## src/inc/tofgc_map.svh

```systemverilog
// register offsets, field positions, reset values and widths of the control bank
`ifndef TOFGC_MAP_SVH
`define TOFGC_MAP_SVH

// ****************************************
// bus widths
// ****************************************
`define TOFGC_DW 24
`define TOFGC_AW 8

// ****************************************
// register offsets
// ****************************************
`define TOFGC_OFS_RESET 8'h00
`define TOFGC_OFS_UPDATE 8'h02
`define TOFGC_OFS_LATENCY 8'h04
`define TOFGC_OFS_AMBIENT 8'h05
`define TOFGC_OFS_POWER 8'h08
`define TOFGC_OFS_SETUP 8'h0B

// ****************************************
// field positions
// ****************************************
`define TOFGC_BIT_CLEAR 0
`define TOFGC_BIT_APPLY 2
`define TOFGC_BIT_EARLY 22
`define TOFGC_BIT_AMBIENT 21
`define TOFGC_BIT_STANDBY 2
`define TOFGC_BIT_SETUP 13

// ****************************************
// reset values
// ****************************************
`define TOFGC_RST_ZERO 1'h0
`define TOFGC_RST_STANDBY 1'h1
`define TOFGC_RST_WORD 24'h000000

`endif

```

## src/inc/tofgc_pkg.sv

```systemverilog
// types shared by the time-of-flight global control bank
package tofgc_pkg;

   // one register word
   typedef logic [23:0] tofgc_data_t;

   // register address
   typedef logic [7:0] tofgc_addr_t;

   // depth processing launch states
   typedef enum logic [0:0] {
      TOFGC_IDLE = 1'b0,
      TOFGC_WAIT = 1'b1
   } tofgc_state_t;

endpackage

```

## src/hdl/tofgc_regs.sv

```systemverilog
// global control register bank of a time-of-flight depth sensor
//
// How it works
// writing one to clear bit restores everything
// new synth setting taken only on apply pulse
// early select starts processing after last quad
// high ambient holds pixel reset during readout
// software uses high ambient only with shutter
// standby bit one keeps device in standby
// standby resets to one; software clears it
// software sets setup bit; it resets to zero
// reserved read-write bits store nothing, read zero
// write-only reserved bits read back zero
`timescale 1ns/1ns
`include "tofgc_map.svh"

module tofgc_regs (
   input wire logic clk,
   input wire logic srst,
   input wire logic [7:0] reg_addr,
   input wire logic [23:0] reg_wdata,
   input wire logic reg_wr,
   input wire logic reg_rd,
   output logic [23:0] reg_rdata,
   input wire logic [23:0] synth_setting,
   output logic [23:0] synth_active,
   output logic synth_load,
   input wire logic quad_readout_done,
   input wire logic frame_boundary,
   input wire logic readout_active,
   output logic depth_start,
   output logic pixel_reset_hold,
   output logic standby,
   output logic setup_done,
   output logic sensor_soft_clear
);

   // ****************************************
   // declarations
   // ****************************************

   // stored control bits, one per documented field, plus the apply history bit
   logic clear_q; // sensor_soft_clear field
   logic apply_q; // modulation_synth_apply field
   logic apply_prev_q; // apply bit one cycle ago
   logic early_q; // early_process_select field
   logic ambient_q; // high ambient pixel reset mode
   logic standby_q; // standby field
   logic setup_q; // mandatory setup field

   // synthesizer word actually in use
   logic [23:0] synth_active_q;
   logic synth_load_q;

   // processing launch
   tofgc_pkg::tofgc_state_t state_q;
   logic start_q;

   // read path
   logic [23:0] rd_word;
   logic [23:0] rdata_q;

   // write strobes per register
   logic wr_reset;
   logic wr_update;
   logic wr_latency;
   logic wr_ambient;
   logic wr_power;
   logic wr_setup;

   // restore request: hard reset or the soft clear bit
   logic restore;

   // falling edge of the apply bit
   logic apply_fall;

   // ****************************************
   // address decode
   // ****************************************

   // one strobe per register, only on an exact offset
   assign wr_reset = reg_wr && (reg_addr == `TOFGC_OFS_RESET);
   assign wr_update = reg_wr && (reg_addr == `TOFGC_OFS_UPDATE);
   assign wr_latency = reg_wr && (reg_addr == `TOFGC_OFS_LATENCY);
   assign wr_ambient = reg_wr && (reg_addr == `TOFGC_OFS_AMBIENT);
   assign wr_power = reg_wr && (reg_addr == `TOFGC_OFS_POWER);
   assign wr_setup = reg_wr && (reg_addr == `TOFGC_OFS_SETUP);

   // the stored clear bit acts in the cycle after its write
   assign restore = srst || clear_q;

   // ****************************************
   // soft clear
   // ****************************************

   // self clearing: the restore it causes also wipes the bit itself,
   // so software never has to write it back to zero
   always_ff @(posedge clk) begin
      if (restore) begin
         clear_q <= `TOFGC_RST_ZERO;
      end else if (wr_reset) begin
         // only bit 0 is stored, the rest is reserved
         clear_q <= reg_wdata[`TOFGC_BIT_CLEAR];
      end
   end

   // ****************************************
   // synthesizer apply bit
   // ****************************************

   // plain read-write bit, software pulses it one then zero
   always_ff @(posedge clk) begin
      if (restore) begin
         apply_q <= `TOFGC_RST_ZERO;
      end else if (wr_update) begin
         apply_q <= reg_wdata[`TOFGC_BIT_APPLY];
      end
   end

   // previous value, for the falling edge
   always_ff @(posedge clk) begin
      if (restore) begin
         apply_prev_q <= `TOFGC_RST_ZERO;
      end else begin
         apply_prev_q <= apply_q;
      end
   end

   // the pulse completes when the bit drops back to zero;
   // taking the new word at the rise would catch a half written setup
   assign apply_fall = apply_prev_q && !apply_q;

   // ****************************************
   // synthesizer word in use
   // ****************************************

   // new frequency adopted only on the completed pulse
   always_ff @(posedge clk) begin
      if (restore) begin
         synth_active_q <= `TOFGC_RST_WORD;
      end else if (apply_fall) begin
         synth_active_q <= synth_setting;
      end
   end

   // one cycle load strobe toward the synthesizer
   always_ff @(posedge clk) begin
      if (restore) begin
         synth_load_q <= `TOFGC_RST_ZERO;
      end else begin
         synth_load_q <= apply_fall;
      end
   end

   // ****************************************
   // latency and ambient modes
   // ****************************************

   // early processing select
   always_ff @(posedge clk) begin
      if (restore) begin
         early_q <= `TOFGC_RST_ZERO;
      end else if (wr_latency) begin
         early_q <= reg_wdata[`TOFGC_BIT_EARLY];
      end
   end

   // high ambient mode; legal only with shutter on, not checked here
   always_ff @(posedge clk) begin
      if (restore) begin
         ambient_q <= `TOFGC_RST_ZERO;
      end else if (wr_ambient) begin
         ambient_q <= reg_wdata[`TOFGC_BIT_AMBIENT];
      end
   end

   // ****************************************
   // power and setup
   // ****************************************

   // device wakes up in standby until software clears the bit
   always_ff @(posedge clk) begin
      if (restore) begin
         standby_q <= `TOFGC_RST_STANDBY;
      end else if (wr_power) begin
         standby_q <= reg_wdata[`TOFGC_BIT_STANDBY];
      end
   end

   // mandatory setup bit, zero until software sets it
   always_ff @(posedge clk) begin
      if (restore) begin
         setup_q <= `TOFGC_RST_ZERO;
      end else if (wr_setup) begin
         setup_q <= reg_wdata[`TOFGC_BIT_SETUP];
      end
   end

   // ****************************************
   // depth processing launch
   // ****************************************

   // early mode starts at the last quad, otherwise the start waits for
   // the next frame boundary; standby blocks a launch from idle but not one already waiting
   always_ff @(posedge clk) begin
      if (restore) begin
         state_q <= tofgc_pkg::TOFGC_IDLE;
         start_q <= `TOFGC_RST_ZERO;
      end else begin
         start_q <= `TOFGC_RST_ZERO;
         case (state_q)
            tofgc_pkg::TOFGC_IDLE: begin
               // readout finished while running
               if (quad_readout_done && !standby_q) begin
                  if (early_q) begin
                     start_q <= 1'h1;
                  end else begin
                     state_q <= tofgc_pkg::TOFGC_WAIT;
                  end
               end
            end
            tofgc_pkg::TOFGC_WAIT: begin
               // launch held for the boundary
               if (frame_boundary) begin
                  start_q <= 1'h1;
                  state_q <= tofgc_pkg::TOFGC_IDLE;
               end
            end
            default: begin
               state_q <= tofgc_pkg::TOFGC_IDLE;
            end
         endcase
      end
   end

   // ****************************************
   // read path
   // ****************************************

   // only documented fields appear; reserved and write-only bits
   // are rebuilt as zero rather than stored
   always_comb begin
      rd_word = `TOFGC_RST_WORD;
      case (reg_addr)
         `TOFGC_OFS_RESET: begin
            rd_word[`TOFGC_BIT_CLEAR] = clear_q;
         end
         `TOFGC_OFS_UPDATE: begin
            rd_word[`TOFGC_BIT_APPLY] = apply_q;
         end
         `TOFGC_OFS_LATENCY: begin
            rd_word[`TOFGC_BIT_EARLY] = early_q;
         end
         `TOFGC_OFS_AMBIENT: begin
            rd_word[`TOFGC_BIT_AMBIENT] = ambient_q;
         end
         `TOFGC_OFS_POWER: begin
            rd_word[`TOFGC_BIT_STANDBY] = standby_q;
         end
         `TOFGC_OFS_SETUP: begin
            rd_word[`TOFGC_BIT_SETUP] = setup_q;
         end
         default: begin
            // unmapped offsets read zero
            rd_word = `TOFGC_RST_WORD;
         end
      endcase
   end

   // data valid the cycle after the read strobe and only then
   always_ff @(posedge clk) begin
      if (srst) begin
         rdata_q <= `TOFGC_RST_WORD;
      end else if (reg_rd) begin
         rdata_q <= rd_word;
      end else begin
         rdata_q <= `TOFGC_RST_WORD;
      end
   end

   // ****************************************
   // outputs
   // ****************************************

   assign reg_rdata = rdata_q;
   assign synth_active = synth_active_q;
   assign synth_load = synth_load_q;
   assign depth_start = start_q;
   // combinational so the hold covers the whole readout window
   assign pixel_reset_hold = ambient_q && readout_active;
   assign standby = standby_q;
   assign setup_done = setup_q;
   assign sensor_soft_clear = clear_q;
endmodule

```

## config.mk

```make
export PLATFORM = sky130hd
export DESIGN_NAME = tofgc_regs
export DESIGN_NICKNAME = d
export VERILOG_FILES = /design/src/inc/tofgc_pkg.sv /design/src/hdl/tofgc_regs.sv
export VERILOG_INCLUDE_DIRS = /design/src /design/src/inc
export SDC_FILE = /design/constraint.sdc
export NUM_CORES = 1
export LEC_CHECK = 0
export ABC_AREA = 1
export BUFFER_PORTS_ARGS = -buffer_cell sky130_fd_sc_hd__buf_2
export CORE_MARGIN = 3
export CORE_UTILIZATION = 30
export DETAILED_ROUTE_END_ITERATION = 10
export PLACE_DENSITY = 0.73
export SLEW_MARGIN = 20
export SYNTH_ARGS = -nofsm -noshare
export SYNTH_HDL_FRONTEND = slang
export SYNTH_SLANG_ARGS = --single-unit
```

## constraint.sdc

```tcl
create_clock -name clk -period 2.4 [get_ports clk]
set_clock_uncertainty 0.15 [all_clocks]
set_input_delay 0.12 -clock clk [delete_from_list [all_inputs] [get_ports clk]]
set_output_delay 0.12 -clock clk [all_outputs]
set_load 0.01 [all_outputs]
```

==> impl_metrics.yaml <==
timing:
  rsz0062_at_grt: "false"
  fin_crit_sh: 0.6300
  drv_slew: 0
  max_freq_mhz: 661.4
  period_needed_ns: 1.512
  setup_violations: 0
  setup-tns-final_ns: 0
  final_hold_viol_count: 0
floorplanning:
  fp.dieW_um: 80.98
  start_util: 0.3200
  boundaryPins: 117
  coreArea_mm2: 0.005270
  die_area_mm2: 0.006558
  rows: 26
  die_h_um: 80.98
clock_network:
  cts_buffers: 5
  clk_pin_slew_worst_paths_ns: 0.07
  ctsRootBufferMaster: "clkbuf_8"
  ctsResizeCount: 0
  cts_tree: "yes"
  cts.htree.levels: 2
  insertion_delay_ns: 0.28
  clock-sinks: 39
  cts.path.max_buffers: 2
yosys:
  synth_area_leaders: "dfxtp_1 (46%), nor2_1 (15%), buf_4 (9.8%), o21ai_0 (7.1%), nand2_1 (5.1%)"
  async_flop_share: 0
  synth_seq_area_share: 0.4629
  yosysMostFrequentCell: "nor2_1"
  ys_ff_latch: 39
  synth_top_area_cell: "dfxtp_1"
  synth_top_flop_cell: "dfxtp_1"
  avgSynthCellArea_um2: 7.397
  synthTopCellsByCount: "nor2_1 (66), dfxtp_1 (39), o21ai_0 (24)"
  synth_edf_count: 0
  yosysWarnings: 0
  synth_top_area_share: 0.4629
  synthesis.area_mm2: 0.001687
  synthDistinctLibCells: 24
  syn_inst: 228
job:
  maxCapViolCount: 0
detailed_routing:
  avgViaCountPerCell: 4.264
  routedWlPerCell_um: 10.86
  drtPass1Iterations: 4
  via_count: 1727
  wirelength_mm: 4.397
  final_antenna_net_count: 0
  drc: 0
  first_iter_violations: 45
placed_design:
  portBuffers: 78
  hpwl_mm: 2.819
  place.gp.congestion: 0.8521
global_routing:
  grt_pass1_wl_mm: 6.803
  grt_max_degree: 30
  grt_use_total: 0.1330
  antenna_found_initial: 0
  grt_overflow: 0
  grt_pass1_vias: 1575
cells_and_area:
  layout.nets: 397
  area_growth_syn_to_layout_pct: 42.88
  largest_register_ffs: 24
  drive_above_1_share: 0.2925
  antenna_cells: 0
critical_path:
  critical_path.max_stage_delay_ns: 0.57
  critPathMaxFanout: 2
  critPathLaunchType: "flop"
  path_cells: "inv_1, o21a_1, a211oi_1, dlygate4sd3_1"
  arrival_ns: 1.59
  reg2reg_slack_ns: 0.89
  slowest_stage: "dlygate4sd3_1"
  path_class: "reg2reg"
  critPathCaptureType: "flop"
  cp.required_ns: 2.48
pwr:
  p_leak_nw: 1.182
  vdd_drop_max_mv: 0.1953
  powerDensity_mw_per_mm2: 496.8
  power_mw: 1.197
run_status:
  status: "complete, no violations"
hold_path:
  hold_path_class: "in2reg"
==> logic make-up (layout without fill, tap and decap cells) <==
kind of cell	after synthesis	in the layout	synth area share
AO/OA/AOI/OAI	30	30	0.09199
buffers and inverters	47	136	0.1684
flip-flops	39	39	0.4629
other	1	19	0.002223
AND/OR/NAND/NOR	111	111	0.2745
==> layout by cell type (no fill, tap or decap), types with 2 or more instances in the layout <==
cell / synthesis / final
a21oi_1: 4 / 4
buf_2: 1 / 78
clkbuf_8: 0 / 5
clkinv_2: 0 / 3
conb_1: 1 / 19
dfxtp_1: 39 / 39
dlygate4sd3_1: 0 / 30
inv_1: 16 / 16
inv_2: 3 / 3
nand2_1: 23 / 23
nand2_2: 3 / 3
nand3_1: 9 / 9
nor2_1: 66 / 66
nor2_2: 4 / 4
nor4_1: 2 / 2
o21ai_0: 24 / 24
==> layer usage <==
layer | global-route usage | vias up | part of all wire
met2 | 0.2455 | 75 | 0.50
li1 | - | 880 | -
met3 | 0.03769 | 4 | 0.089
met5 | 0 | - | 0
met1 | 0.1436 | 768 | 0.40
met4 | 0.04730 | 0 | 0.0089
==> worst max-delay path: cells and delay by family (launching register included) <==
family / cells / cell delay [ns]
buf+inv: 2 / 0.63
compound gates: 2 / 0.35
flops: 1 / 0.33
==> through the flow <==
step	setup slack [ns]	utilization	hold slack (ns)	cell area (µm²)	instances
2_1_floorplan	1.233	-	0.09587	1754	246
6_report	0.8881	0.4573	0.007398	2410	405
4_1_cts	0.8817	0.4573	0.003085	2410	405
5_1_grt	0.6765	0.4573	0.02716	2410	405
3_3_place_gp	0.8868	0.3844	0.1968	2026	367
3_5_place_dp	0.8969	0.3844	0.2038	2026	367
==> final timing paths <==
path	from	to	cells past startpoint
min reg2reg	ambient_q$_SDFFE_PP0P_	reg_rdata[21]$_SDFF_PP0_	2
max	early_q$_SDFFE_PP0P_	depth_start$_SDFF_PP0_	4
min	reg_wdata[21]	ambient_q$_SDFFE_PP0P_	5
max reg2reg	early_q$_SDFFE_PP0P_	depth_start$_SDFF_PP0_	4
==> report_power, final <==
group | switching [mW] | internal (mW) | total [mW]
Sequential | 0.000427 | 0.647 | 0.648
Combinational | 0.0637 | 0.0668 | 0.130
Clock | 0.220 | 0.199 | 0.419
==> final cells by class <==
cell class | instances | area, µm²
fillers | 522 | 2860
flip-flops and latches | 39 | 780.7
repair buffers | 108 | 690.7
multi-input cells | 160 | 689.4
well taps | 70 | 87.58
inverters | 20 | 77.57
clock buffers | 5 | 68.82
clock inverters | 3 | 15.01
==> what timing repair did <==
item | CTS | global route
setup buffers | 0 | 0
hold buffers | 30 | 0
endpoints found under the hold margin | 30 | 0
Note: power is estimated with default switching activity, not from simulation.
